<file path="config.mk">
export PLATFORM = sky130hd
export DESIGN_NAME = lcc_cluster
export DESIGN_NICKNAME = d
export VERILOG_FILES = /design/src/lcc_pkg.sv /design/src/lcc_cell.sv /design/src/lcc_cfg_mem.sv /design/src/lcc_cluster.sv
export SDC_FILE = /design/constraint.sdc
export NUM_CORES = 2
export LEC_CHECK = 0
export BUFFER_PORTS_ARGS = -buffer_cell sky130_fd_sc_hd__buf_2
export CAP_MARGIN = 0
export CORE_MARGIN = 5
export CORE_UTILIZATION = 65
export CTS_CLUSTER_DIAMETER = 50
export DETAILED_ROUTE_END_ITERATION = 8
export PLACE_DENSITY = 0.82
export RECOVER_POWER = 25
export SYNTH_ARGS = -nofsm -noshare
export SYNTH_HDL_FRONTEND = slang
export SYNTH_SLANG_ARGS = --single-unit
</file>
<file path="constraint.sdc">
create_clock -name i_clk -period 35.8 [get_ports i_clk]
set_input_delay 7.16 -clock i_clk [delete_from_list [all_inputs] [get_ports i_clk]]
set_output_delay 7.16 -clock i_clk [all_outputs]
set_load 0.005 [all_outputs]
</file>
<file path="src/lcc_pkg.sv">
// package: constants, types and helpers for the logic cluster
package lcc_pkg;

  // ----------------------------------------
  // structure
  // ----------------------------------------
  localparam int unsigned NUM_CELLS = 10;
  localparam int unsigned NUM_GLOBAL = 4;
  localparam int unsigned NUM_ROWCOL = 6;
  localparam int unsigned NUM_LINK = 10;
  localparam int unsigned POOL_W = 36;
  localparam int unsigned SEL_W = 6;
  localparam int unsigned LUT_IN = 4;
  localparam int unsigned MASK_W = 16;
  localparam int unsigned WORD_W = 32;
  localparam int unsigned CFG_WORDS = 20;
  localparam int unsigned CFG_AW = 5;
  localparam int unsigned ADDR_W = 8;
  localparam int unsigned ADDR_LSB = 2;

  // ----------------------------------------
  // register map (byte addresses)
  // ----------------------------------------
  localparam logic [ADDR_W-1:0] A_CFG_END = 8'h50;
  localparam logic [ADDR_W-1:0] A_CTRL = 8'h80;
  localparam logic [ADDR_W-1:0] A_IOCTL = 8'h84;
  localparam logic [ADDR_W-1:0] A_STATUS = 8'h88;

  // cell word 0: lut mask in [15:0], mode fields above
  localparam int unsigned F_CLK = 16;
  localparam int unsigned F_CLR = 18;
  localparam int unsigned F_PRE = 20;
  localparam int unsigned F_LCH = 21;
  localparam int unsigned F_RCH = 22;
  localparam int unsigned F_ARI = 23;

  // control word: three 3-bit sources, then carry-in enable
  localparam int unsigned CTL_W = 3;
  localparam int unsigned F_CLRA = 0;
  localparam int unsigned F_CLRB = 3;
  localparam int unsigned F_PSRC = 6;
  localparam int unsigned F_CYEN = 9;
  localparam int unsigned CTRL_W = 10;
  localparam logic [CTRL_W-1:0] CTRL_RST = 10'h000;

  // io control word: pin source cell, pin drive enable
  localparam int unsigned IO_SRC_W = 4;
  localparam int unsigned F_IOOE = 4;
  localparam int unsigned IOCTL_W = 5;
  localparam logic [IOCTL_W-1:0] IOCTL_RST = 5'h00;

  // ----------------------------------------
  // types and helpers
  // ----------------------------------------
  typedef enum logic [1:0] {
    CLR_NONE = 2'b00,
    CLR_A = 2'b01,
    CLR_B = 2'b10
  } lcc_clr_sel_type;

  typedef enum logic [1:0] {
    ST_IDLE = 2'b00,
    ST_WAIT = 2'b01,
    ST_ACK = 2'b10
  } lcc_apb_state_type;

  // control source: bit 2 enables, bits 1:0 pick a global line
  function automatic logic ctl_decode(input logic [CTL_W-1:0] f,
                                      input logic [NUM_GLOBAL-1:0] g);
    return f[CTL_W-1] & g[f[1:0]];
  endfunction

endpackage

</file>
<file path="src/lcc_cell.sv">
// logic cell: four-input lut, carry and one register with clear and preset
`timescale 1ns/1ps
module lcc_cell
  import lcc_pkg::*;
#(
  parameter bit POWERUP = 1'b0
) (
  // clock and reset
  input wire logic i_clk,
  input wire logic i_rstn,
  input wire logic i_ce,
  // configuration
  input wire logic [MASK_W-1:0] i_mask,
  input wire logic [1:0] i_clk_sel,
  input wire lcc_clr_sel_type i_clr_sel,
  input wire logic i_pre_en,
  input wire logic i_lut_chain,
  input wire logic i_reg_chain,
  input wire logic i_arith,
  // data and chains
  input wire logic [LUT_IN-1:0] i_lut_in,
  input wire logic i_lut_prev,
  input wire logic i_q_prev,
  input wire logic i_carry,
  // cluster-wide controls
  input wire logic [NUM_GLOBAL-1:0] i_gclk_rise,
  input wire logic i_clr_a,
  input wire logic i_clr_b,
  input wire logic i_preset,
  input wire logic i_chip_rst,
  // results
  output logic o_lut,
  output logic o_q,
  output logic o_carry
);
  logic a;
  logic d;
  logic clr;
  logic [LUT_IN-1:0] idx;

  // ----------------------------------------
  // lut and carry
  // ----------------------------------------
  always_comb begin
    a = i_lut_chain ? i_lut_prev : i_lut_in[0];
    idx = {i_lut_in[LUT_IN-1:1], a};
    o_lut = i_arith ? (a ^ i_lut_in[1] ^ i_carry) : i_mask[idx];
  end

  assign o_carry = i_arith & ((a & i_lut_in[1]) | (i_carry & (a | i_lut_in[1])));
  assign d = i_reg_chain ? i_q_prev : o_lut;
  assign clr = ((i_clr_sel == CLR_A) & i_clr_a) | ((i_clr_sel == CLR_B) & i_clr_b);

  // ----------------------------------------
  // register
  // ----------------------------------------
  always_ff @(posedge i_clk) begin
    if (!i_rstn) begin
      o_q <= POWERUP;
    end else if (i_ce) begin
      if (i_chip_rst) o_q <= 1'b0;
      else if (clr) o_q <= 1'b0;
      else if (i_preset && i_pre_en) o_q <= 1'b1;
      else if (i_gclk_rise[i_clk_sel]) o_q <= d;
    end
  end
endmodule // lcc_cell

</file>
<file path="src/lcc_cfg_mem.sv">
// configuration memory: word array with registered read port
`timescale 1ns/1ps
module lcc_cfg_mem
  import lcc_pkg::*;
(
  // clock and reset
  input wire logic i_clk,
  input wire logic i_rstn,
  input wire logic i_ce,
  // access port
  input wire logic i_we,
  input wire logic [CFG_AW-1:0] i_addr,
  input wire logic [WORD_W-1:0] i_wdata,
  output logic [WORD_W-1:0] o_rdata,
  // whole contents for the cells
  output logic [CFG_WORDS*WORD_W-1:0] o_words
);
  logic [WORD_W-1:0] mem_q [CFG_WORDS];

  always_ff @(posedge i_clk) begin
    if (!i_rstn) begin
      for (int k = 0; k < CFG_WORDS; k++) mem_q[k] <= '0;
    end else if (i_ce && i_we && (i_addr < CFG_AW'(CFG_WORDS))) begin
      mem_q[i_addr] <= i_wdata;
    end
  end

  always_ff @(posedge i_clk) begin
    if (!i_rstn) begin
      o_rdata <= '0;
    end else if (i_ce) begin
      o_rdata <= (i_addr < CFG_AW'(CFG_WORDS)) ? mem_q[i_addr] : '0;
    end
  end

  always_comb begin
    for (int k = 0; k < CFG_WORDS; k++) o_words[k*WORD_W +: WORD_W] = mem_q[k];
  end
endmodule // lcc_cfg_mem

</file>
<file path="src/lcc_cluster.sv">
// logic cluster: ten cells, local routing, cluster controls and apb access
//
// The register offsets and the APB slave port were chosen for this implementation.
`timescale 1ns/1ps
module lcc_cluster
  import lcc_pkg::*;
#(
  parameter bit CHIP_RST_EN = 1'b1,
  parameter logic [NUM_CELLS-1:0] POWERUP_VAL = '0
) (
  // clock, reset, enable
  input wire logic i_clk,
  input wire logic i_rstn,
  input wire logic i_ce,
  // apb slave
  input wire logic i_psel,
  input wire logic i_penable,
  input wire logic i_pwrite,
  input wire logic [ADDR_W-1:0] i_paddr,
  input wire logic [WORD_W-1:0] i_pwdata,
  output logic [WORD_W-1:0] o_prdata,
  output logic o_pready,
  output logic o_pslverr,
  // global lines and routing
  input wire logic [NUM_GLOBAL-1:0] i_global,
  input wire logic [NUM_ROWCOL-1:0] i_row_column_routing,
  input wire logic [NUM_LINK-1:0] i_neighbour_link_left,
  input wire logic [NUM_LINK-1:0] i_neighbour_link_right,
  output logic [NUM_CELLS-1:0] o_cell_out,
  // carry chain along the row
  input wire logic i_carry_in,
  output logic o_carry_out,
  // chip reset pin
  input wire logic i_chip_reset_n,
  output logic o_chip_pin_out,
  output logic o_chip_pin_oe_n
);

  // ----------------------------------------
  // declarations
  // ----------------------------------------
  lcc_apb_state_type state_q;
  lcc_apb_state_type state_d;
  logic [CTRL_W-1:0] ctrl_q;
  logic [IOCTL_W-1:0] ioctl_q;
  logic [WORD_W-1:0] prdata_q;
  logic [WORD_W-1:0] rd_mux;
  logic [WORD_W-1:0] cfg_rdata;
  logic [WORD_W-1:0] status_w;
  logic [CFG_WORDS*WORD_W-1:0] cfg_words;
  logic in_cfg;
  logic addr_ok;
  logic wr_en;
  logic [NUM_GLOBAL-1:0] gl_q;
  logic [NUM_GLOBAL-1:0] gl_rise;
  logic clr_a;
  logic clr_b;
  logic preset;
  logic chip_rst;
  logic [POOL_W-1:0] pool;
  logic [NUM_CELLS-1:0] cell_q;
  logic [NUM_CELLS-1:0] lut_o;
  logic [NUM_CELLS-1:0] lut_prev;
  logic [NUM_CELLS-1:0] q_prev;
  logic [NUM_CELLS:0] carry;
  logic [NUM_CELLS-1:0] clra_use;
  logic [NUM_CELLS-1:0] clrb_use;
  logic [NUM_CELLS-1:0] pre_use;
  logic pin_out_q;

  // ----------------------------------------
  // apb decode
  // ----------------------------------------
  assign in_cfg = (i_paddr < A_CFG_END);

  always_comb begin
    addr_ok = (i_paddr[ADDR_LSB-1:0] == '0)
      && (in_cfg || (i_paddr == A_CTRL) || (i_paddr == A_IOCTL) || (i_paddr == A_STATUS));
  end

  // a frozen block holds the answer back, so no write is acknowledged and lost
  assign o_pready = (state_q == ST_ACK) && i_ce;
  assign o_pslverr = o_pready && !addr_ok;
  assign wr_en = i_psel && i_penable && o_pready && i_pwrite && addr_ok;
  assign o_prdata = prdata_q;

  // ----------------------------------------
  // apb phase machine: one wait cycle per transfer
  // ----------------------------------------
  always_comb begin
    state_d = state_q;
    unique case (state_q)
      ST_IDLE: begin
        if (i_psel && !i_penable) state_d = ST_WAIT;
      end
      ST_WAIT: begin
        state_d = ST_ACK;
      end
      ST_ACK: begin
        state_d = ST_IDLE;
      end
      default: begin
        state_d = ST_IDLE;
      end
    endcase
  end

  always_ff @(posedge i_clk) begin
    if (!i_rstn) begin
      state_q <= ST_IDLE;
    end else if (i_ce) begin
      state_q <= state_d;
    end
  end

  // ----------------------------------------
  // read data
  // ----------------------------------------
  // pin level, global lines and register values
  assign status_w = WORD_W'({i_chip_reset_n, i_global, cell_q});

  always_comb begin
    rd_mux = '0;
    if (!addr_ok) rd_mux = '0;
    else if (in_cfg) rd_mux = cfg_rdata;
    else if (i_paddr == A_CTRL) rd_mux = WORD_W'(ctrl_q);
    else if (i_paddr == A_IOCTL) rd_mux = WORD_W'(ioctl_q);
    else rd_mux = status_w;
  end

  always_ff @(posedge i_clk) begin
    if (!i_rstn) begin
      prdata_q <= '0;
    end else if (i_ce && state_q == ST_WAIT) begin
      prdata_q <= i_pwrite ? '0 : rd_mux;
    end
  end

  // ----------------------------------------
  // control registers
  // ----------------------------------------
  always_ff @(posedge i_clk) begin
    if (!i_rstn) begin
      ctrl_q <= CTRL_RST;
    end else if (i_ce && wr_en && i_paddr == A_CTRL) begin
      ctrl_q <= i_pwdata[CTRL_W-1:0];
    end
  end

  always_ff @(posedge i_clk) begin
    if (!i_rstn) begin
      ioctl_q <= IOCTL_RST;
    end else if (i_ce && wr_en && i_paddr == A_IOCTL) begin
      ioctl_q <= i_pwdata[IOCTL_W-1:0];
    end
  end

  lcc_cfg_mem u_cfg_mem (
    .i_clk(i_clk),
    .i_rstn(i_rstn),
    .i_ce(i_ce),
    .i_we(wr_en && in_cfg),
    .i_addr(i_paddr[ADDR_LSB +: CFG_AW]),
    .i_wdata(i_pwdata),
    .o_rdata(cfg_rdata),
    .o_words(cfg_words)
  );

  // ----------------------------------------
  // global lines and cluster-wide controls
  // ----------------------------------------
  always_ff @(posedge i_clk) begin
    if (!i_rstn) begin
      gl_q <= '0;
    end else if (i_ce) begin
      gl_q <= i_global;
    end
  end

  assign gl_rise = i_global & ~gl_q;
  // two clears and one preset, each fed from a global line
  assign clr_a = ctl_decode(ctrl_q[F_CLRA +: CTL_W], i_global);
  assign clr_b = ctl_decode(ctrl_q[F_CLRB +: CTL_W], i_global);
  assign preset = ctl_decode(ctrl_q[F_PSRC +: CTL_W], i_global);
  // dedicated path, not one of the global lines
  assign chip_rst = CHIP_RST_EN && !i_chip_reset_n;

  // ----------------------------------------
  // local routing pool
  // ----------------------------------------
  // 0..5 row/column, 6..15 left link, 16..25 right link, 26..35 own cells
  assign pool = {cell_q, i_neighbour_link_right, i_neighbour_link_left,
                 i_row_column_routing};

  assign lut_prev = {lut_o[NUM_CELLS-2:0], 1'b0};
  assign q_prev = {cell_q[NUM_CELLS-2:0], 1'b0};
  assign carry[0] = i_carry_in && ctrl_q[F_CYEN];
  assign o_carry_out = carry[NUM_CELLS];
  // same value goes to both neighbours' links
  assign o_cell_out = cell_q;

  // ----------------------------------------
  // logic cells
  // ----------------------------------------
  for (genvar c = 0; c < NUM_CELLS; c++) begin : g_cell
    logic [WORD_W-1:0] w0;
    logic [WORD_W-1:0] w1;
    logic [LUT_IN-1:0] lin;
    assign w0 = cfg_words[(2*c)*WORD_W +: WORD_W];
    assign w1 = cfg_words[(2*c+1)*WORD_W +: WORD_W];
    assign clra_use[c] = (lcc_clr_sel_type'(w0[F_CLR +: 2]) == CLR_A);
    assign clrb_use[c] = (lcc_clr_sel_type'(w0[F_CLR +: 2]) == CLR_B);
    assign pre_use[c] = w0[F_PRE];

    for (genvar j = 0; j < LUT_IN; j++) begin : g_in
      logic [SEL_W-1:0] s;
      assign s = w1[j*SEL_W +: SEL_W];
      assign lin[j] = (s < SEL_W'(POOL_W)) ? pool[s] : 1'b0;
    end

    lcc_cell #(
      .POWERUP(POWERUP_VAL[c])
    ) u_cell (
      .i_clk(i_clk),
      .i_rstn(i_rstn),
      .i_ce(i_ce),
      .i_mask(w0[MASK_W-1:0]),
      .i_clk_sel(w0[F_CLK +: 2]),
      .i_clr_sel(lcc_clr_sel_type'(w0[F_CLR +: 2])),
      .i_pre_en(w0[F_PRE]),
      .i_lut_chain(w0[F_LCH]),
      .i_reg_chain(w0[F_RCH]),
      .i_arith(w0[F_ARI]),
      .i_lut_in(lin),
      .i_lut_prev(lut_prev[c]),
      .i_q_prev(q_prev[c]),
      .i_carry(carry[c]),
      .i_gclk_rise(gl_rise),
      .i_clr_a(clr_a),
      .i_clr_b(clr_b),
      .i_preset(preset),
      .i_chip_rst(chip_rst),
      .o_lut(lut_o[c]),
      .o_q(cell_q[c]),
      .o_carry(carry[c+1])
    );
  end

  // ----------------------------------------
  // chip reset pin as user pin
  // ----------------------------------------
  always_ff @(posedge i_clk) begin
    if (!i_rstn) begin
      pin_out_q <= 1'b0;
    end else if (i_ce) begin
      if (ioctl_q[IO_SRC_W-1:0] < IO_SRC_W'(NUM_CELLS))
        pin_out_q <= cell_q[ioctl_q[IO_SRC_W-1:0]];
      else
        pin_out_q <= 1'b0;
    end
  end

  assign o_chip_pin_out = pin_out_q;
  assign o_chip_pin_oe_n = CHIP_RST_EN || !ioctl_q[F_IOOE];
endmodule // lcc_cluster

</file>
Yosys cells after proc, flatten, opt, wreduce, memory -nomap -nowiden
Memory sizes are Yosys's and may differ from the RTL's.
Index checks and enable logic that the tools add are counted.

storage, ports and cells
  output and inout bits = 47
  word-level logic and storage cells = 565
  memories kept = 1
  memory bits (read-only) = 0
  register bits = 96
  bits in writable memories = 640
  latch bits = 0
  bits of input ports = 78

memories
  name             words  width  read ports  clocked after memory_dff  wr ports  RTL line           RTL
  u_cfg_mem.mem_q  20     32     21          0                         20        lcc_cfg_mem.sv:18  logic [WORD_W-1:0] mem_q [CFG_WORDS];

cells by class
  mux-type cells = 254
  divide/modulo/power cells = 0
  equality and inequality tests = 36
  add/sub/neg operators = 0
  reductions and logical operators = 45
  magnitude comparators = 107
  bitwise operators = 105
  shift operators = 0
  multipliers = 0

operator list
  operator                                                                      count
  6-bit by 7-bit less-than comparator with 1-bit output, second input constant  40
  1-bit binary-select mux with 6-bit select                                     40
  6-bit less-than comparator, second input constant                             40
  1-bit two-way mux                                                             180
  32-bit two-way mux                                                            5
  4-bit by 5-bit less-than comparator with 1-bit output, second input constant  11
  1-bit bitwise AND                                                             53
  1-bit binary-select mux with 4-bit select                                     11
  4-bit by 1-bit inequality test with 1-bit output, second input constant       10
  2-bit by 3-bit less-than comparator with 1-bit output, second input constant  13
  32-bit OR reduction                                                           1
  15-bit two-way mux                                                            2
  1-bit OR                                                                      30
  1-bit binary-select mux with 2-bit select                                     13
  1-bit logical AND                                                             26
  8-bit equality test, second input constant                                    3
  2-bit by 1-bit equality test with 1-bit output, second input constant         11
  2-bit equality test, second input constant                                    11
  2-bit AND reduction                                                           11
  1-bit bitwise XOR                                                             20
  8-bit by 7-bit less-than comparator with 1-bit output, second input constant  1
  5-bit less-than comparator, second input constant                             1
  5-bit two-way mux                                                             1
  4-bit bitwise AND                                                             1
  8 further kinds                                                               12

Longest topological paths before layout
An unclocked memory read counts as a cell.

  word-level depth = 49
  depth in mapped cells = 64
  depth with buffers taken out = 60

Hierarchy
A second synthesis with hierarchy kept.

unflattened totals
  cell total of the unflattened synthesis = 4485
  area total of the unflattened synthesis = 54399.7 um^2

by module, submodules not included
  module       times used  sequential area each (um^2)  area an instance (um^2)  cells each
  lcc_cfg_mem  1           23342.4                      34702.0                  2436
  lcc_cluster  1           1081.0                       16106.7                  1629
  lcc_cell     10          20.0                         359.1                    42

Worst setup path after synthesis
No wires, ideal clock.

  path kind = input to output
  start point = input port i_neighbour_link_left[9]
  end point = output port o_carry_out
  data required time = 28.640 ns
  buffers on the path = 4
  path slack = 9.284 ns
  stages on the path = 59
  arrival = 19.356 ns
  path through = clkbuf_1 > mux4_2 > a22oi_1 > nand4_1 > o31ai_1 > buf_6 > inv_1 > fa_1 > nand2b_1 > a21boi_0 > a21oi_1 > a31oi_1 > or4_4 > o311a_2 > nor3_1 > a21oi_1 > o21bai_1 > fa_1 > [23 not listed] > fa_1 > nand2b_1 > nor2_1 > a21o_1 > inv_1 > o31ai_4 > inv_1 > fa_1 > nand2b_1 > a21boi_0 > a21o_1 > buf_6 > inv_1 > fa_1 > o22ai_1 > a21oi_2 > maj3_2 > nor2b_1

between the ends
  cells in the longest elaborated chain, start to end = 44
  elaborated cells on any way between the ends = 219
  those cells by class = mux (151); bitwise (68)

ends and longest elaborated chain
  item                                                                            RTL line            RTL
  from (decl)                                                                     lcc_cluster.sv:27   input wire logic [NUM_LINK-1:0] i_neighbour_link_left,
  1-bit binary-select mux with 6-bit select                                       lcc_cluster.sv:218  assign lin[j] = (s < SEL_W'(POOL_W)) ? pool[s] : 1'b0;
  1-bit two-way mux (not written as such)                                         lcc_cluster.sv:218
  1-bit two-way mux                                                               lcc_cluster.sv:218
  1-bit two-way mux                                                               lcc_cell.sv:45      a = i_lut_chain ? i_lut_prev : i_lut_in[0];
  1-bit binary-select mux with 4-bit select or 1-bit bitwise XOR (tied branches)  lcc_cell.sv:47      o_lut = i_arith ? (a ^ i_lut_in[1] ^ i_carry) : i_mask[idx];
  1-bit two-way mux (not written as such) or 1-bit bitwise XOR (tied branches)    lcc_cell.sv:47
  1-bit two-way mux                                                               lcc_cell.sv:47
  1-bit two-way mux                                                               lcc_cell.sv:45
  [28 not listed]                                                                 n/a
  1-bit binary-select mux with 4-bit select or 1-bit bitwise XOR (tied branches)  lcc_cell.sv:47
  1-bit two-way mux (not written as such) or 1-bit bitwise XOR (tied branches)    lcc_cell.sv:47
  1-bit two-way mux                                                               lcc_cell.sv:47
  1-bit two-way mux                                                               lcc_cell.sv:45
  1-bit OR                                                                        lcc_cell.sv:50      assign o_carry = i_arith & ((a & i_lut_in[1]) | (i_carry & (a | i_lut_in[1])));
  1-bit bitwise AND                                                               lcc_cell.sv:50
  1-bit OR *                                                                      lcc_cell.sv:50
  1-bit bitwise AND *                                                             lcc_cell.sv:50
  to (decl)                                                                       lcc_cluster.sv:32   output logic o_carry_out,

Every way passes the cells marked *; elsewhere a longest branch is shown, timed or not. The select of a mux whose other input is x is not followed.

Worst setup path in the final report
  start point = input port i_neighbour_link_right[2]
  end point = output port o_carry_out

between the ends
  cells in the longest elaborated chain, start to end = 44
  elaborated cells on any way between the ends = 219
  those cells by class = mux (151); bitwise (68)

ends and longest elaborated chain
  item                                                                            RTL line            RTL
  from (decl)                                                                     lcc_cluster.sv:28   input wire logic [NUM_LINK-1:0] i_neighbour_link_right,
  1-bit binary-select mux with 6-bit select                                       lcc_cluster.sv:218
  1-bit two-way mux (not written as such)                                         lcc_cluster.sv:218
  1-bit two-way mux                                                               lcc_cluster.sv:218
  1-bit two-way mux                                                               lcc_cell.sv:45
  1-bit binary-select mux with 4-bit select or 1-bit bitwise XOR (tied branches)  lcc_cell.sv:47
  1-bit two-way mux (not written as such) or 1-bit bitwise XOR (tied branches)    lcc_cell.sv:47
  1-bit two-way mux                                                               lcc_cell.sv:47
  1-bit two-way mux                                                               lcc_cell.sv:45
  [28 not listed]                                                                 n/a
  1-bit binary-select mux with 4-bit select or 1-bit bitwise XOR (tied branches)  lcc_cell.sv:47
  1-bit two-way mux (not written as such) or 1-bit bitwise XOR (tied branches)    lcc_cell.sv:47
  1-bit two-way mux                                                               lcc_cell.sv:47
  1-bit two-way mux                                                               lcc_cell.sv:45
  1-bit OR                                                                        lcc_cell.sv:50
  1-bit bitwise AND                                                               lcc_cell.sv:50
  1-bit OR *                                                                      lcc_cell.sv:50
  1-bit bitwise AND *                                                             lcc_cell.sv:50

Marked as above.

==> results.yml <==
cells_and_area:
  fin_nets: 4538
  fillers: 5930
  final_cell_mix: "edfxtp_1, mux4_2, and2_1"
  final_cells: 5844
  area_growth_pct: 10.8
  drive_above_1_share_pct: 25.3
  final_common_cell: "edfxtp_1"
cts:
  cts_buffers: 119
  htree_levels: 3
  ctsResizeCount: 0
  clockBufferDepth: 3
  cts.sinks: 1120
  cts_tree: "yes"
  holdBufCountCts: 0
  cts-root-buf: "clkbuf_16"
  post-cts-setup-buffer-count: 0
  cts.clk_slew.worst_paths_ps: 60
  clock_latency_ps: 750
global_routing:
  grt_pass1_wl_mm: 313
  grt_max_degree: 96
  antenna_found_initial: 13
  grt_pass1_vias: 43400
  overflow: 0
  grtUsageTotal_pct: 42.8
timing:
  tightest_slew_ps: 3900
  fin_tns_setup_ps: 0
  clock.fmax_mhz: 33.6
  rsz0062_at_grt: "false"
  fin_skew_ps: 43.2
  setup_viol: 0
  fin_crit_sh_pct: 83.1
  fin_crit_ps: 29760
  max-slew-margin-rel_pct: -160
  slew_violations: 1206
  hold_viol_final: 0
floorplan:
  fp.dieH_um: 321
  start_util_pct: 65.2
  ios: 125
  dieArea_mm2: 0.103
  rows: 114
  dieWidth_um: 321
  core_area_mm2: 0.0963
routing:
  drc: 0
  avgViaCountPerCell: 7.57
  first_pass_iters: 9
  ant_nets: 0
  totalWireLength_mm: 220
  drt_iter0_drc: 8281
  vias: 44200
  wl_per_cell_um: 37.7
power:
  comb_power_share_pct: 13.2
  powerDensity_mw_per_mm2: 46.6
  power_switching_uw: 860
  pwr-share-seq_pct: 48.0
  p_leak_uw: 0.0241
  ir_worst_vdd_v: 0.0000496
  p_sw_share_pct: 26.5
  p_int_uw: 2380
  clockPowerShare_pct: 38.8
yosys:
  synth.area.top_cells: "edfxtp_1, mux4_2, and2_1"
  synth-edff-count: 1024
  synth_top_area_share_pct: 49.0
  ys_seq_area_share_pct: 52.0
  netlist_instances: 4231
  syn_area_per_cell_um2: 14.8
  async_flop_share_pct: 0
  yosys_warnings: 0
  synth.distinct_cells: 90
  synth_flop_cell: "edfxtp_1"
  syn_area_mm2: 0.0628
  synth_top_area_cell: "edfxtp_1"
  synth-seq-cells: 1120
critical_path:
  critPathLaunchType: "primary input"
  startpoint: "i_neighbour_link_right[2]"
  path_max_fanout: 40
  cp_slowest_stage_delay_ps: 930
  critical_path_arrival_ps: 22600
  reg2reg_from: "g_cell[3].u_cell.o_q"
  r2r_slack_ps: 18020
  r2r_end: "g_cell[9].u_cell.o_q"
  crit_path_end_kind: "output port"
  cp.required_ps: 28640
  critPathMostFrequentCell: "fa_1"
  endpoint: "o_carry_out"
  worst_r2r_path_depth: 60
  crit_type: "in -> out"
  cpMaxStageDelayCell: "o31ai_2"
status:
  run_status: "finished, violations left"
  violations: "capacitance limit, slew limit"
placement:
  hpwl_mm: 146
  gp_congestion: 1.06
  port_buffers: 123
  dp_cells: 5606
worst_hold_path:
  min_path_type: "reg -> reg"
run:
  drv_cap: 34
Yosys cell counts, drive strengths merged (48+ instances only):
cell,n
edfxtp,1024
mux4,691
and2,661
clkbuf,400
mux2i,151
nand2,113
buf,106
nor2b,102
a21oi,100
a22oi,100
nor2,100
dfxtp,96
o21ai,93
a31oi,48
nand3,48
worst max-delay path: cells and delay by family:
kind / cells / cell delay (ps)
buf+inv: 6 / 860
mux: 3 / 1050
compound gates: 26 / 6940
simple gates: 17 / 3270
fa+ha+maj: 7 / 3250
through the flow:
stage	util (%)	setup WS, ps	power (µW)	instance area (µm²)	hold WS [ps]
2_1_floorplan	-	9280	1820	64200	473
3_3_place_gp	68.2	6780	1980	65600	456
3_5_place_dp	68.2	6530	1980	65600	480
4_1_cts	72.3	6400	3220	69600	494
5_1_grt	72.2	5150	3320	69500	539
6_report	72.3	6040	3240	69600	506
per-layer routing:
layer	up-vias	wire, µm	global-route usage [%]
met1	22000	68500	54.3
li1	16800	-	-
met3	1023	34600	15.4
met2	4351	96100	62.3
met4	8	21000	29.4
met5	-	87	0
worst min path at each step:
| stage | slack [ps] | from | end | depth (start not counted) |
|---|---|---|---|---|
| 5_1_grt | 540 | o_chip_pin_out | o_chip_pin_out | 1 |
| 3_5_place_dp | 480 | o_chip_pin_out | o_chip_pin_out | 1 |
| 4_1_cts | 490 | o_chip_pin_out | o_chip_pin_out | 1 |
| 2_1_floorplan | 470 | gl_q[0] | gl_q[0] | 2 |
| 3_3_place_gp | 460 | o_chip_pin_out | o_chip_pin_out | 1 |
| 6_report | 510 | o_chip_pin_out | o_chip_pin_out | 1 |
power groups by stage:
stage | clock network [µW] | logic (µW) | registers [µW]
2_1_floorplan | 0 | 285 | 1540
3_3_place_gp | 0 | 401 | 1570
3_5_place_dp | 0 | 406 | 1580
4_1_cts | 1260 | 408 | 1550
5_1_grt | 1320 | 437 | 1560
6_report | 1260 | 428 | 1560
cell type report:
class | instances | area, µm² | share of cell area, %
Clock buffer | 150 | 3210 | 4.61
Clock inverter | 76 | 796 | 1.14
Multi-Input combinational cell | 2959 | 29900 | 42.9
Antenna cell | 12 | 30.0 | 0.0432
Tap cell | 1276 | 1600 | 2.30
Inverter | 29 | 109 | 0.156
Sequential cell | 1120 | 32700 | 47.0
Timing Repair Buffer | 222 | 1270 | 1.83
state kept, by name (all words and copies together) (netlist names):
| name | flops |
|---|---|
| gl_q | 4 |
| ctrl_q | 10 |
| state_q | 2 |
| o_prdata | 32 |
| o_chip_pin_out | 1 |
| u_cfg_mem.o_rdata | 32 |
| ioctl_q | 5 |
| u_cfg_mem.mem_q | 1024 |
| g_cell.u_cell.o_q | 10 |
kinds of logic after synthesis:
kind of cell | count (synthesis) | share of synthesized area [%]
xor gates and xnor gates | 3 | 0.0418
buffers and inverters | 535 | 3.34
and+or+nand+nor | 1169 | 10.8
muxes | 875 | 27.8
other | 2 | 0.0120
adders and majority gates | 10 | 0.305
DFF | 1120 | 52.0
AOI/OAI and AO/OA | 517 | 5.69
No activity file was read; power rests on OpenSTA's default activity.
